$ cat src/current_monitor_pkg.sv
// constants for the current-channel result monitor: register map, field positions, reset values
// assumes a 32-bit axi4-lite register bus and a 125 MHz system clock
package current_monitor_pkg;
   localparam logic [7:0] ADDR_CONFIG = 8'h00;
   localparam logic [7:0] ADDR_STATUS = 8'h04;
   localparam logic [7:0] ADDR_CUR_DATA = 8'h08;
   localparam logic [7:0] ADDR_VOLT_DATA = 8'h0C;
   localparam logic [7:0] ADDR_TEMP_DATA = 8'h10;
   localparam logic [7:0] ADDR_FIFO = 8'h14;
   localparam logic [7:0] ADDR_COUNT_LIMIT = 8'h18;
   localparam logic [7:0] ADDR_COUNT = 8'h1C;
   localparam logic [7:0] ADDR_THRESHOLD = 8'h20;
   localparam logic [7:0] ADDR_THR_LIMIT = 8'h24;
   localparam logic [7:0] ADDR_THR_COUNT = 8'h28;
   localparam logic [7:0] ADDR_ACCUM = 8'h2C;
   localparam logic [7:0] ADDR_ACC_THRESHOLD = 8'h30;
   localparam logic [7:0] ADDR_RECONFIG = 8'h34;
   localparam int CFG_RESULT_COUNT_EN = 0;
   localparam int CFG_FIFO_EN = 1;
   localparam int CFG_OVER_RANGE_EN = 2;
   localparam int CFG_CMP_LO = 3;
   localparam int CFG_ACC_LO = 5;
   localparam int STA_CUR_READY = 0;
   localparam int STA_VOLT_READY = 1;
   localparam int STA_TEMP_READY = 2;
   localparam int STA_THRESHOLD = 3;
   localparam int STA_OVER_RANGE = 4;
   localparam int STA_ACC_CMP = 5;
   localparam int STA_FIFO_EMPTY = 6;
   localparam int STA_FIFO_HALF = 7;
   localparam int STA_FIFO_FULL = 8;
   localparam logic [7:0] CONFIG_RESET = 8'h00;
   localparam logic [15:0] COUNT_LIMIT_RESET = 16'h0001;
   localparam logic [7:0] THR_LIMIT_RESET = 8'h01;
   localparam logic [1:0] MODE_OFF = 2'h0;
   localparam logic [1:0] MODE_01 = 2'h1;
   localparam logic [1:0] MODE_10 = 2'h2;
   localparam logic [1:0] MODE_11 = 2'h3;
   localparam int FIFO_DEPTH = 32;
   localparam int CLK_MHZ = 125;
   localparam int OVER_RANGE_US = 125;
   // 125 us at the system clock; benches pass a much shorter count
   localparam int OVER_RANGE_CYCLES = OVER_RANGE_US * CLK_MHZ;
   localparam logic [1:0] RESP_OKAY = 2'h0;
   localparam logic [1:0] RESP_SLVERR = 2'h2;
endpackage

$ cat src/current_adc_result_monitor.sv
// result post-processing for the current channel: accumulator, threshold comparator,
// over-range detector, paired fifo and result counter, with an axi4-lite register slave
// assumes converter results arrive as one-cycle valid pulses synchronous to clk_sys_i
`timescale 1ns/100ps
module current_adc_result_monitor #(
   parameter int FIFO_DEPTH = current_monitor_pkg::FIFO_DEPTH,
   parameter int OVER_RANGE_CYCLES = current_monitor_pkg::OVER_RANGE_CYCLES
) (
   input wire logic clk_sys_i,
   input wire logic rst_i,
   input wire logic [7:0] s_axi_awaddr_i,
   input wire logic s_axi_awvalid_i,
   output logic s_axi_awready_o,
   input wire logic [31:0] s_axi_wdata_i,
   input wire logic [3:0] s_axi_wstrb_i,
   input wire logic s_axi_wvalid_i,
   output logic s_axi_wready_o,
   output logic [1:0] s_axi_bresp_o,
   output logic s_axi_bvalid_o,
   input wire logic s_axi_bready_i,
   input wire logic [7:0] s_axi_araddr_i,
   input wire logic s_axi_arvalid_i,
   output logic s_axi_arready_o,
   output logic [31:0] s_axi_rdata_o,
   output logic [1:0] s_axi_rresp_o,
   output logic s_axi_rvalid_o,
   input wire logic s_axi_rready_i,
   input wire logic cur_valid_i,
   input wire logic [15:0] cur_result_i,
   input wire logic cur_over_range_i,
   input wire logic volt_valid_i,
   input wire logic [15:0] volt_result_i,
   input wire logic temp_valid_i,
   input wire logic [15:0] temp_result_i,
   output logic cur_irq_o
);
   localparam int AW = $clog2(FIFO_DEPTH);
   localparam int CW = $clog2(OVER_RANGE_CYCLES + 1);

   // register state
   logic [7:0] config_reg, next_config_reg;
   logic [15:0] count_limit, next_count_limit;
   logic [15:0] threshold, next_threshold;
   logic [7:0] thr_limit, next_thr_limit;
   logic [31:0] acc_threshold, next_acc_threshold;
   // datapath state
   logic [15:0] cur_data, next_cur_data, volt_data, next_volt_data, temp_data, next_temp_data;
   logic [2:0] ready, next_ready;
   logic thr_flag, next_thr_flag, or_flag, next_or_flag, acc_flag, next_acc_flag;
   logic [15:0] result_count, next_result_count;
   logic [7:0] thr_count, next_thr_count;
   logic signed [31:0] accum, next_accum;
   logic [CW-1:0] or_cycles, next_or_cycles;
   logic [AW-1:0] wr_ptr, next_wr_ptr, rd_ptr, next_rd_ptr;
   logic [AW:0] fifo_level, next_fifo_level;
   logic pend_volt, next_pend_volt;
   // bus state
   logic aw_held, next_aw_held, w_held, next_w_held;
   logic [7:0] aw_addr, next_aw_addr;
   logic [31:0] w_data, next_w_data;
   logic [3:0] w_strb, next_w_strb;
   logic bvalid, next_bvalid, rvalid, next_rvalid;
   logic [1:0] bresp, next_bresp, rresp, next_rresp;
   logic [31:0] rdata, next_rdata;
   logic [31:0] fifo_rd_data;

   function automatic logic is_mapped(input logic [7:0] addr);
      is_mapped = (addr[1:0] == 2'h0) && (addr <= current_monitor_pkg::ADDR_RECONFIG);
   endfunction

   function automatic logic [31:0] merge(input logic [31:0] old, input logic [31:0] data,
                                         input logic [3:0] strb);
      for (int i = 0; i < 4; i++) begin
         merge[i*8 +: 8] = strb[i] ? data[i*8 +: 8] : old[i*8 +: 8];
      end
   endfunction

   // two's complement magnitude; the most negative code gives 16'h8000
   function automatic logic [15:0] magnitude(input logic [15:0] v);
      magnitude = v[15] ? 16'(~v + 16'h0001) : v;
   endfunction

   logic [1:0] acc_mode, cmp_mode;
   logic do_write, do_read, fifo_en, fifo_push, fifo_pop, cur_above, count_hit;
   logic [15:0] cur_mag;
   assign acc_mode = config_reg[current_monitor_pkg::CFG_ACC_LO +: 2];
   assign cmp_mode = config_reg[current_monitor_pkg::CFG_CMP_LO +: 2];
   assign fifo_en = config_reg[current_monitor_pkg::CFG_FIFO_EN];
   assign do_write = aw_held && w_held && !bvalid;
   assign do_read = s_axi_arvalid_i && !rvalid;
   assign cur_mag = magnitude(cur_result_i);
   assign cur_above = cur_mag >= threshold;
   assign count_hit = (16'(result_count + 16'h0001) >= count_limit);
   assign fifo_pop = do_read && s_axi_araddr_i == current_monitor_pkg::ADDR_FIFO
                     && fifo_level != '0;
   // a pair is pushed when a current result arrives with or after its voltage half; overfilling wraps the pointer
   assign fifo_push = fifo_en && ((cur_valid_i && (pend_volt || volt_valid_i)));

   assign s_axi_awready_o = !aw_held;
   assign s_axi_wready_o = !w_held;
   assign s_axi_arready_o = !rvalid;
   assign s_axi_bvalid_o = bvalid;
   assign s_axi_bresp_o = bresp;
   assign s_axi_rvalid_o = rvalid;
   assign s_axi_rresp_o = rresp;
   assign s_axi_rdata_o = rdata;
   assign cur_irq_o = ready[current_monitor_pkg::STA_CUR_READY] | thr_flag | or_flag | acc_flag;

   pair_fifo_mem #(.WIDTH(32), .DEPTH(FIFO_DEPTH), .AW(AW)) u_fifo (
      .clk_sys_i(clk_sys_i),
      .wr_en_i(fifo_push),
      .wr_addr_i(wr_ptr),
      .wr_data_i({volt_valid_i ? volt_result_i : volt_data, cur_result_i}),
      .rd_addr_i(next_rd_ptr),
      .rd_data_o(fifo_rd_data)
   );

   logic [31:0] status_word;
   always_comb begin
      status_word = '0;
      status_word[2:0] = ready;
      status_word[current_monitor_pkg::STA_THRESHOLD] = thr_flag;
      status_word[current_monitor_pkg::STA_OVER_RANGE] = or_flag;
      status_word[current_monitor_pkg::STA_ACC_CMP] = acc_flag;
      status_word[current_monitor_pkg::STA_FIFO_EMPTY] = fifo_level == '0;
      status_word[current_monitor_pkg::STA_FIFO_HALF] = fifo_level >= (AW+1)'(FIFO_DEPTH / 2);
      status_word[current_monitor_pkg::STA_FIFO_FULL] = fifo_level >= (AW+1)'(FIFO_DEPTH);
   end

   always_comb begin
      logic [31:0] wv;
      logic reconfig;
      logic clr_status;
      logic signed [31:0] acc_sum;
      wv = '0;
      reconfig = 1'b0;
      clr_status = 1'b0;
      acc_sum = '0;
      next_config_reg = config_reg;
      next_count_limit = count_limit;
      next_threshold = threshold;
      next_thr_limit = thr_limit;
      next_acc_threshold = acc_threshold;
      next_cur_data = cur_data;
      next_volt_data = volt_data;
      next_temp_data = temp_data;
      next_ready = ready;
      next_thr_flag = thr_flag;
      next_or_flag = or_flag;
      next_acc_flag = acc_flag;
      next_result_count = result_count;
      next_thr_count = thr_count;
      next_accum = accum;
      next_or_cycles = or_cycles;
      next_wr_ptr = wr_ptr;
      next_rd_ptr = rd_ptr;
      next_fifo_level = fifo_level;
      next_pend_volt = pend_volt;
      next_aw_held = aw_held;
      next_aw_addr = aw_addr;
      next_w_held = w_held;
      next_w_data = w_data;
      next_w_strb = w_strb;
      next_bvalid = bvalid;
      next_bresp = bresp;
      next_rvalid = rvalid;
      next_rresp = rresp;
      next_rdata = rdata;

      // write channel: address and data taken in either order
      if (s_axi_awvalid_i && !aw_held) begin
         next_aw_held = 1'b1;
         next_aw_addr = s_axi_awaddr_i;
      end
      if (s_axi_wvalid_i && !w_held) begin
         next_w_held = 1'b1;
         next_w_data = s_axi_wdata_i;
         next_w_strb = s_axi_wstrb_i;
      end
      if (bvalid && s_axi_bready_i) begin
         next_bvalid = 1'b0;
      end
      if (do_write) begin
         next_aw_held = 1'b0;
         next_w_held = 1'b0;
         next_bvalid = 1'b1;
         next_bresp = is_mapped(aw_addr) ? current_monitor_pkg::RESP_OKAY
                                         : current_monitor_pkg::RESP_SLVERR;
         unique case (aw_addr)
            current_monitor_pkg::ADDR_CONFIG: begin
               next_config_reg = 8'(merge({24'h000000, config_reg}, w_data, w_strb));
               reconfig = 1'b1;
            end
            current_monitor_pkg::ADDR_STATUS: begin
               // write one to clear sticky flags
               wv = w_strb[0] ? w_data : 32'h00000000;
               clr_status = 1'b1;
            end
            current_monitor_pkg::ADDR_COUNT_LIMIT:
               next_count_limit = 16'(merge({16'h0000, count_limit}, w_data, w_strb));
            current_monitor_pkg::ADDR_THRESHOLD:
               next_threshold = 16'(merge({16'h0000, threshold}, w_data, w_strb));
            current_monitor_pkg::ADDR_THR_LIMIT:
               next_thr_limit = 8'(merge({24'h000000, thr_limit}, w_data, w_strb));
            current_monitor_pkg::ADDR_ACC_THRESHOLD:
               next_acc_threshold = merge(acc_threshold, w_data, w_strb);
            current_monitor_pkg::ADDR_RECONFIG: reconfig = 1'b1;
            default: ;
         endcase
      end
      if (reconfig) begin
         next_result_count = '0;
      end
      if (clr_status) begin
         if (wv[current_monitor_pkg::STA_THRESHOLD]) next_thr_flag = 1'b0;
         if (wv[current_monitor_pkg::STA_OVER_RANGE]) next_or_flag = 1'b0;
         if (wv[current_monitor_pkg::STA_ACC_CMP]) next_acc_flag = 1'b0;
      end

      // read channel; a current data read clears all ready flags
      if (rvalid && s_axi_rready_i) begin
         next_rvalid = 1'b0;
      end
      if (do_read) begin
         next_rvalid = 1'b1;
         next_rresp = is_mapped(s_axi_araddr_i) ? current_monitor_pkg::RESP_OKAY
                                                : current_monitor_pkg::RESP_SLVERR;
         next_rdata = '0;
         unique case (s_axi_araddr_i)
            current_monitor_pkg::ADDR_CONFIG: next_rdata[7:0] = config_reg;
            current_monitor_pkg::ADDR_STATUS: next_rdata = status_word;
            current_monitor_pkg::ADDR_CUR_DATA: begin
               next_rdata[15:0] = cur_data;
               next_ready = '0;
            end
            current_monitor_pkg::ADDR_VOLT_DATA: next_rdata[15:0] = volt_data;
            current_monitor_pkg::ADDR_TEMP_DATA: next_rdata[15:0] = temp_data;
            current_monitor_pkg::ADDR_COUNT_LIMIT: next_rdata[15:0] = count_limit;
            current_monitor_pkg::ADDR_COUNT: next_rdata[15:0] = result_count;
            current_monitor_pkg::ADDR_THRESHOLD: next_rdata[15:0] = threshold;
            current_monitor_pkg::ADDR_THR_LIMIT: next_rdata[7:0] = thr_limit;
            current_monitor_pkg::ADDR_THR_COUNT: next_rdata[7:0] = thr_count;
            current_monitor_pkg::ADDR_ACCUM: next_rdata = accum;
            current_monitor_pkg::ADDR_ACC_THRESHOLD: next_rdata = acc_threshold;
            default: ;
         endcase
      end
      if (fifo_pop) begin
         next_rd_ptr = AW'(rd_ptr + 1'b1);
      end

      // voltage and temperature keep their newest result only
      if (volt_valid_i) begin
         next_volt_data = volt_result_i;
         next_ready[current_monitor_pkg::STA_VOLT_READY] = 1'b1;
         next_pend_volt = !cur_valid_i;
      end
      if (temp_valid_i) begin
         next_temp_data = temp_result_i;
         next_ready[current_monitor_pkg::STA_TEMP_READY] = 1'b1;
      end

      if (cur_valid_i) begin
         next_cur_data = cur_result_i;
         if (config_reg[current_monitor_pkg::CFG_RESULT_COUNT_EN]) begin
            if (count_hit) begin
               next_result_count = '0;
               next_ready[current_monitor_pkg::STA_CUR_READY] = 1'b1;
            end else begin
               next_result_count = 16'(result_count + 16'h0001);
            end
         end else begin
            next_ready[current_monitor_pkg::STA_CUR_READY] = 1'b1;
         end
         if (fifo_push) begin
            next_pend_volt = 1'b0;
         end

         // accumulator
         unique case (acc_mode)
            current_monitor_pkg::MODE_OFF: next_accum = '0;
            current_monitor_pkg::MODE_01: begin
               acc_sum = accum + 32'(signed'(cur_result_i));
               next_accum = acc_sum[31] ? 32'sh00000000 : acc_sum;
            end
            current_monitor_pkg::MODE_10, current_monitor_pkg::MODE_11:
               next_accum = accum + 32'(signed'(cur_result_i));
         endcase
         if (acc_mode == current_monitor_pkg::MODE_11 &&
             $signed(next_accum) >= $signed(acc_threshold)) begin
            next_acc_flag = 1'b1;
         end

         // threshold comparator
         unique case (cmp_mode)
            current_monitor_pkg::MODE_OFF: next_thr_count = '0;
            current_monitor_pkg::MODE_01: if (cur_above) next_thr_flag = 1'b1;
            current_monitor_pkg::MODE_10, current_monitor_pkg::MODE_11: begin
               if (cur_above) begin
                  if (thr_count != 8'hFF) next_thr_count = 8'(thr_count + 8'h01);
                  if (8'(thr_count + 8'h01) >= thr_limit) next_thr_flag = 1'b1;
               end else if (cmp_mode == current_monitor_pkg::MODE_10) begin
                  next_thr_count = '0;
               end else if (thr_count != '0) begin
                  next_thr_count = 8'(thr_count - 8'h01);
               end
            end
         endcase
      end else if (cmp_mode == current_monitor_pkg::MODE_OFF) begin
         next_thr_count = '0;
      end

      // a disabled accumulator is held at zero even with no result arriving
      if (acc_mode == current_monitor_pkg::MODE_OFF) begin
         next_accum = '0;
      end

      // over-range: flag after the condition stands past the time limit
      if (config_reg[current_monitor_pkg::CFG_OVER_RANGE_EN] && cur_over_range_i) begin
         if (or_cycles < CW'(OVER_RANGE_CYCLES)) begin
            next_or_cycles = CW'(or_cycles + 1'b1);
         end else begin
            next_or_flag = 1'b1;
         end
      end else begin
         next_or_cycles = '0;
      end

      // fifo pointers; overfill wraps and corrupts the oldest entries
      if (fifo_push) begin
         next_wr_ptr = AW'(wr_ptr + 1'b1);
      end
      if (!fifo_en) begin
         next_wr_ptr = '0;
         next_rd_ptr = '0;
         next_fifo_level = '0;
         next_pend_volt = 1'b0;
      end else if (fifo_push && !fifo_pop) begin
         if (fifo_level != (AW+1)'(FIFO_DEPTH)) next_fifo_level = (AW+1)'(fifo_level + 1'b1);
      end else if (fifo_pop && !fifo_push) begin
         next_fifo_level = (AW+1)'(fifo_level - 1'b1);
      end
   end

   always_ff @(posedge clk_sys_i) begin
      if (rst_i) begin
         config_reg <= current_monitor_pkg::CONFIG_RESET;
         count_limit <= current_monitor_pkg::COUNT_LIMIT_RESET;
         threshold <= '0;
         thr_limit <= current_monitor_pkg::THR_LIMIT_RESET;
         acc_threshold <= '0;
         cur_data <= '0;
         volt_data <= '0;
         temp_data <= '0;
         ready <= '0;
         thr_flag <= 1'b0;
         or_flag <= 1'b0;
         acc_flag <= 1'b0;
         result_count <= '0;
         thr_count <= '0;
         accum <= '0;
         or_cycles <= '0;
         wr_ptr <= '0;
         rd_ptr <= '0;
         fifo_level <= '0;
         pend_volt <= 1'b0;
         aw_held <= 1'b0;
         aw_addr <= '0;
         w_held <= 1'b0;
         w_data <= '0;
         w_strb <= '0;
         bvalid <= 1'b0;
         bresp <= '0;
         rvalid <= 1'b0;
         rresp <= '0;
         rdata <= '0;
      end else begin
         config_reg <= next_config_reg;
         count_limit <= next_count_limit;
         threshold <= next_threshold;
         thr_limit <= next_thr_limit;
         acc_threshold <= next_acc_threshold;
         cur_data <= next_cur_data;
         volt_data <= next_volt_data;
         temp_data <= next_temp_data;
         ready <= next_ready;
         thr_flag <= next_thr_flag;
         or_flag <= next_or_flag;
         acc_flag <= next_acc_flag;
         result_count <= next_result_count;
         thr_count <= next_thr_count;
         accum <= next_accum;
         or_cycles <= next_or_cycles;
         wr_ptr <= next_wr_ptr;
         rd_ptr <= next_rd_ptr;
         fifo_level <= next_fifo_level;
         pend_volt <= next_pend_volt;
         aw_held <= next_aw_held;
         aw_addr <= next_aw_addr;
         w_held <= next_w_held;
         w_data <= next_w_data;
         w_strb <= next_w_strb;
         bvalid <= next_bvalid;
         bresp <= next_bresp;
         rvalid <= next_rvalid;
         rresp <= next_rresp;
         rdata <= fifo_pop ? fifo_rd_data : next_rdata;
      end
   end
endmodule // current_adc_result_monitor

$ cat src/pair_fifo_mem.sv
// dual-address memory for the paired current/voltage fifo
// one write and one registered read per clock; pointers kept by the caller
`timescale 1ns/100ps
module pair_fifo_mem #(
   parameter int WIDTH = 32,
   parameter int DEPTH = 32,
   parameter int AW = 5
) (
   input wire logic clk_sys_i,
   input wire logic wr_en_i,
   input wire logic [AW-1:0] wr_addr_i,
   input wire logic [WIDTH-1:0] wr_data_i,
   input wire logic [AW-1:0] rd_addr_i,
   output logic [WIDTH-1:0] rd_data_o
);
   logic [WIDTH-1:0] mem [DEPTH];
   always_ff @(posedge clk_sys_i) begin
      if (wr_en_i) begin
         mem[wr_addr_i] <= wr_data_i;
      end
      rd_data_o <= mem[rd_addr_i];
   end
endmodule // pair_fifo_mem
$ cat config.mk
export PLATFORM = sky130hd
export DESIGN_NAME = current_adc_result_monitor
export DESIGN_NICKNAME = d
export VERILOG_FILES = /design/src/current_monitor_pkg.sv /design/src/current_adc_result_monitor.sv /design/src/pair_fifo_mem.sv
export SDC_FILE = /design/constraint.sdc
export NUM_CORES = 2
export LEC_CHECK = 0
export BUFFER_PORTS_ARGS = -buffer_cell sky130_fd_sc_hd__buf_2
export CAP_MARGIN = 20
export CELL_PAD_IN_SITES_DETAIL_PLACEMENT = 0
export CELL_PAD_IN_SITES_GLOBAL_PLACEMENT = 2
export CORE_AREA = 3 3 402 364
export DETAILED_ROUTE_END_ITERATION = 6
export DIE_AREA = 0 0 405 367
export GPL_ROUTABILITY_DRIVEN = 0
export HOLD_SLACK_MARGIN = 0.05
export PLACE_DENSITY_LB_ADDON = 0.1
export REMOVE_ABC_BUFFERS = 1
export SLEW_MARGIN = 20
export SYNTH_ARGS = -nofsm -noshare
export SYNTH_HDL_FRONTEND = slang
export SYNTH_SLANG_ARGS = --single-unit
$ cat constraint.sdc
create_clock -name clk_sys_i -period 8.6 [get_ports clk_sys_i]
set_input_delay 0.86 -clock clk_sys_i [delete_from_list [all_inputs] [get_ports clk_sys_i]]
set_output_delay 0.86 -clock clk_sys_i [all_outputs]
set_load 0.03 [all_outputs]
; After elaboration in Yosys (flattened, before gate mapping)
; Memories as Yosys holds them, arrays and structs flattened. A register that Yosys moved wholly into a read port is not among the register bits.
; Index checks and enable logic that the tools add are counted.
[op_classes]
bitwise = 6
n_mux = 66
magnitude_cmp = 9
reduce_logical = 65
add_sub_neg = 10
eq_ne = 29
[op_table]
columns = cell, count
row1 = $mux 16, 6
row2 = $mux 32, 3
row3 = $pmux 32 s3, 1
row4 = $pmux 8 s12, 1
row5 = $eq 8x6->1 const B, 9
row6 = $pmux 8 s9, 1
row7 = $mux 8, 6
row8 = $eq 8x5->1 const B, 5
row9 = $mux 6, 6
row10 = $add 16x1->16 const B, 2
row11 = $add 32x16->32, 1
row12 = $ge 16x16->1, 2
row13 = $ge 32x32->1, 1
row14 = $mux 1, 32
row15 = $pmux 16 s2, 1
row16 = $mux 31, 1
row17 = $reduce_and 3->1, 10
row18 = $reduce_bool 2->1, 10
row19 = $logic_and 1x1->1, 17
row20 = $eq 8x3->1 const B, 2
row21 = $eq 8x4->1 const B, 2
row22 = $le 8x6->1 const B, 2
row23 = $logic_not 8->1, 2
row24 = $not 16->16, 1
row25 = other kinds (33), 61
[totals]
ff_bits = 305
ram_bits = 1024
n_memories = 1
inputBits = 111
[memory_table]
columns = name, words, word_bits, rd, rd_ports_with_merged_regs, wr, line
row1 = u_fifo.mem, 32, 32, 1, 1, 1, pair_fifo_mem.sv:16  ; logic [WIDTH-1:0] mem [DEPTH];

; Logic depth before layout (Yosys ltp)
[logic_depth]
ltp_word = 9
ltp_mapped = 20
ltp_nobuf = 20

; Modules after synthesis
; A second synthesis with hierarchy kept.
[unflattened]
hier_cells = 4261
area_unflattened_um2 = 57445.1
[by_module_without_submodules]
columns = module, instances, cells_per_inst, seq_area_each_um2, area_each_um2
row1 = pair_fifo_mem, 1, 2260, 31390.1, 40485.1
row2 = current_adc_result_monitor, 1, 2001, 6065.8, 16960.0

; Worst setup path before layout
; OpenSTA, ideal clock, no wires.
[synth_timing]
path_type = input to register
from = input port cur_result_i[15]
to = register acc_flag
setup_time_ns = 0.120
slack_ns = 4.188
stages = 20
t_arrival_ns = 4.291
cell_sequence = ha_1 > clkbuf_1 > a21oi_1 > o21ai_0 > o21bai_1 > a211oi_1 > nand2_1 > xnor2_1 > a21oi_1 > clkbuf_1 > nor2_1 > ha_1 > a21o_1 > a21o_1 > a21oi_1 > nor4_1 > or3_1 > a21oi_1 > xnor2_1 > a21oi_1
[synth_via]
elab_chain_cells = 8
[synth_rtl]
columns = element, line
row1 = "start, declared", current_adc_result_monitor.sv:29  ; input wire logic [15:0] cur_result_i,
row2 = $add 32x16->32 (*), "current_adc_result_monitor.sv:283, current_adc_result_monitor.sv:287"
row3 = $mux 31, current_adc_result_monitor.sv:284  ; next_accum = acc_sum[31] ? 32'sh00000000 : acc_sum;
row4 = $pmux 32 s3 (*), current_adc_result_monitor.sv:280  ; unique case (acc_mode)
row5 = $mux 32 (*), current_adc_result_monitor.sv:263  ; if (cur_valid_i) begin
row6 = $ge 32x32->1 (*), current_adc_result_monitor.sv:290  ; $signed(next_accum) >= $signed(acc_threshold)) begin
row7 = $logic_and 1x1->1 (*), current_adc_result_monitor.sv:289  ; if (acc_mode == current_monitor_pkg::MODE_11 &&
row8 = $mux 1 (*), current_adc_result_monitor.sv:289
row9 = $mux 1 (*), current_adc_result_monitor.sv:263
row10 = "end signal, assigned", current_adc_result_monitor.sv:389  ; acc_flag <= next_acc_flag;
row11 = "end, declared", current_adc_result_monitor.sv:49  ; logic thr_flag, next_thr_flag, or_flag, next_or_flag, acc_flag, next_acc_flag;
; Every way passes the cells marked *; elsewhere a longest branch is shown, timed or not. The select of a mux whose other input is x is not followed.
; A chain may end at the register's enable or synchronous reset.

; Worst setup path in the final report
[layout_timing]
from = input port cur_result_i[0]
to = register acc_flag
; Same word-level chain as after synthesis.

==> impl_metrics.yaml <==
outcome:
  outcome: "completed"
placement:
  portBuffers: 150
  dpl_cell_area_sq_um: 59800
  dp_hpwl_microns: 112000
  dp_cells: 6553
timing:
  rsz0062_at_grt: "no"
  setup_violations: 0
  relSlewSlack_pct: 26.3
  tightest_slew_ns: 1.10
  finClkSkew_ns: 0.0235
  fmax_mhz: 173
  finalHoldViolCount: 0
  slew_viol_final: 0
  post-route-period-util_pct: 67.3
  min_period_ns: 5.79
routing:
  drt_wl_total_microns: 188000
  drt_iter0_drc: 3917
  ant_nets: 0
  via_per_inst: 5.73
  num_vias: 39154
  first_pass_iters: 6
  wire_per_inst_microns: 27.5
  drc: 0
finish:
  fillers: 13264
  largest_register_ff_count: 1024
  nets: 5073
  final_util_pct: 45.5
  regMostFlops: "u_fifo.mem"
  drive_above_1_share_pct: 10.9
  final_cells: 6831
  fin_area_sq_um: 64500
  areaGrowthSynthToFinish_pct: 13.7
setup_path:
  cp.required_ns: 9.26
  r2r_setup_slack_ns: 3.17
  r2r-start: "accum[0]"
  path_cells: "buf_2 > ha_1 > inv_1 > fa_1 > nand2b_1 > a21oi_1 > a211oi_1 > o21ai_0 > a31oi_1 > xor2_1 > nor2_1 > ha_1 > nand4_1 > nor3_1 > o21ai_0 > o211ai_1 > a21oi_1 > xnor2_1 > a21oi_1"
  cp_max_fo: 36
  cp_slowest_cell: "o21ai_0"
  cpPeakStageDelay_ns: 0.87
  path_depth: 19
  crit_path_start_kind: "input port"
  r2r_cells: 18
  timing.rr.end: "acc_flag"
  cpMostUsedCell: "a21oi_1"
  cpLargestDelayFamily: "compound AO/OA/AOI/OAI gates"
  end_kind: "flip-flop"
  worst-setup-path-type: "in -> reg"
  path_buf_inv: 2
  worst_ep_arrival_time_ns: 6.45
pwr:
  p_int_uw: 10800
  vdd_ir_drop_max_v: 0.000210
  swShare_pct: 21.6
  seqPwrFrac_pct: 51.9
  p_comb_share_pct: 3.1
  p_sw_uw: 2980
  p_leak_uw: 0.0229
  p_clk_share_pct: 45.1
  power_uw: 13800
  power_density_nw_per_um2: 214
floorplanning:
  rows: 131
  start_util_pct: 40.0
  io_pins: 153
  dieHeight_microns: 367
  fp.dieW_microns: 405
  core_sq_um: 142000
  dieArea_sq_um: 149000
synthesis:
  synth-main-ff-cell: "edfxtp_1"
  syn_inst: 4753
  syn-cell-area_sq_um: 56800
  yosysWarnings: 0
  synthArstFlopShare_pct: 0
  synth_seq_area_share_pct: 66.0
  syn_area_per_cell_sq_um: 11.9
  yosysUniqueCellTypes: 69
  synth_seq_cells: 1359
  synth_edf_count: 1024
cts:
  cts_buffer_depth: 3
  cts.sinks: 1359
  cts_tree: "yes"
  cts_resized: 0
  cts.clk_slew.worst_paths_ns: 0.06
  post_cts_buffers: 0
  cts_buffers: 148
  h-tree-depth: 4
  hold_buffers: 0
  clkLatencyLatePin_ns: 0.77
  cts-root-buf: "clkbuf_16"
grt:
  grt_pass1_vias: 37298
  grt_usage_pct: 24.8
  grt_max_degree: 168
  grt_pass1_wl_microns: 268000
  grt_antenna_before_repair: 8
  overflow: 0
min_path:
  hold_end: "w_data[11]"
  hold_start: "s_axi_wdata_i[11]"
  hold_depth: 3
  min_path_type: "in -> reg"
flow_run:
  cap_violations: 0
## cells in the final DEF, fill, tap and decap left out, types with 125 or more instances in the layout
cell          n
buf_2       149
a32oi_1     190
nor2_1      269
o22ai_1     127
a21oi_1     444
mux2i_1     125
dfxtp_1     335
edfxtp_1   1024
clkbuf_16   153
nand2_1     879
## kinds of logic after synthesis
family          after synthesis  share of synthesized area (%)
mux                         144                           2.58
buf+inv                     412                           2.86
simple gates               1464                           10.9
compound gates             1164                           13.7
fa+ha+maj                   121                           2.69
flops                      1359                           66.0
xor+xnor                     88                           1.36
other cells                   1                        0.00661
## synthesized netlist by cell type (all sizes together) (30+ instances only)
| cell type | instances | area, sq um |
|---|---|---|
| a21o | 39 | 293 |
| a21oi | 445 | 2230 |
| a221oi | 33 | 289 |
| a22oi | 85 | 638 |
| a32oi | 190 | 1660 |
| buf | 63 | 312 |
| clkbuf | 252 | 946 |
| dfxtp | 335 | 6710 |
| edfxtp | 1024 | 30700 |
| ha | 119 | 1490 |
| inv | 97 | 364 |
| mux2i | 126 | 1260 |
| nand2 | 881 | 3310 |
| nand3 | 39 | 195 |
| nand4 | 30 | 188 |
| nor2 | 303 | 1140 |
| nor2b | 30 | 188 |
| nor3 | 39 | 195 |
| nor4 | 44 | 275 |
| o21ai | 69 | 345 |
| o22ai | 127 | 795 |
| xnor2 | 49 | 429 |
| xor2 | 39 | 342 |
## how the worst max path moves through the flow
stage,from,to,slack (ns)
after floorplan,s_axi_araddr_i[1],u_fifo.rd_data_o[30],-9.60
after global placement,cur_result_i[0],acc_flag,2.22
after detailed placement,cur_result_i[0],acc_flag,2.20
after CTS,cur_result_i[0],acc_flag,3.01
after global routing,cur_result_i[0],acc_flag,2.39
final,cur_result_i[0],acc_flag,2.81
## per-stage QoR
step                      setup WS, ns  hold WS (ns)  setup TNS [ns]
after global placement            2.22         0.448               0
after CTS                         3.01         0.272               0
after floorplan                  -9.60         0.430         -304.34
final                             2.81         0.325               0
after detailed placement          2.20         0.446               0
after global routing              2.39         0.299               0
## metal layers
metal / track usage, % / vias up / routed length, microns
met3: 4.64 / 224 / 12400
met5: 0 / - / 13
met1: 37.1 / 19760 / 88700
li1: - / 17946 / -
met2: 36.9 / 1222 / 82100
met4: 6.61 / 2 / 4310
## area by class of cell
class / instances / area (sq um) / share of cell area (%)
antenna: 5 / 12.5 / 0.0194
clock inverter: 58 / 504 / 0.782
clock buffer: 215 / 4200 / 6.51
timing repair buffer: 252 / 1600 / 2.48
tap: 1862 / 2330 / 3.61
multi-input combinational: 2983 / 18000 / 28.0
inverter: 97 / 364 / 0.564
sequential: 1359 / 37500 / 58.1
## power by group through the flow
stage	logic (uW)	registers (uW)	clock network, uW
CTS	424	7150	6340
global route	462	7150	6610
detailed placement	423	7290	0
floorplan	183	7280	0
finish	420	7150	6220
global placement	420	7290	0
## worst register-to-register path, stage by stage, from the launching register on
cell      delay, ns
dfxtp_1        0.41
ha_1           0.22
inv_1          0.07
fa_1           0.39
nand2b_1       0.18
a21oi_1        0.14
a211oi_1       0.11
o21ai_0        0.87
a31oi_1        0.42
xor2_1         0.28
nor2_1         0.06
ha_1           0.31
nand4_1        0.22
nor3_1         0.65
o21ai_0        0.29
o211ai_1       0.28
a21oi_1        0.15
xnor2_1        0.19
a21oi_1        0.08
Power figures use the tool's default switching activity.
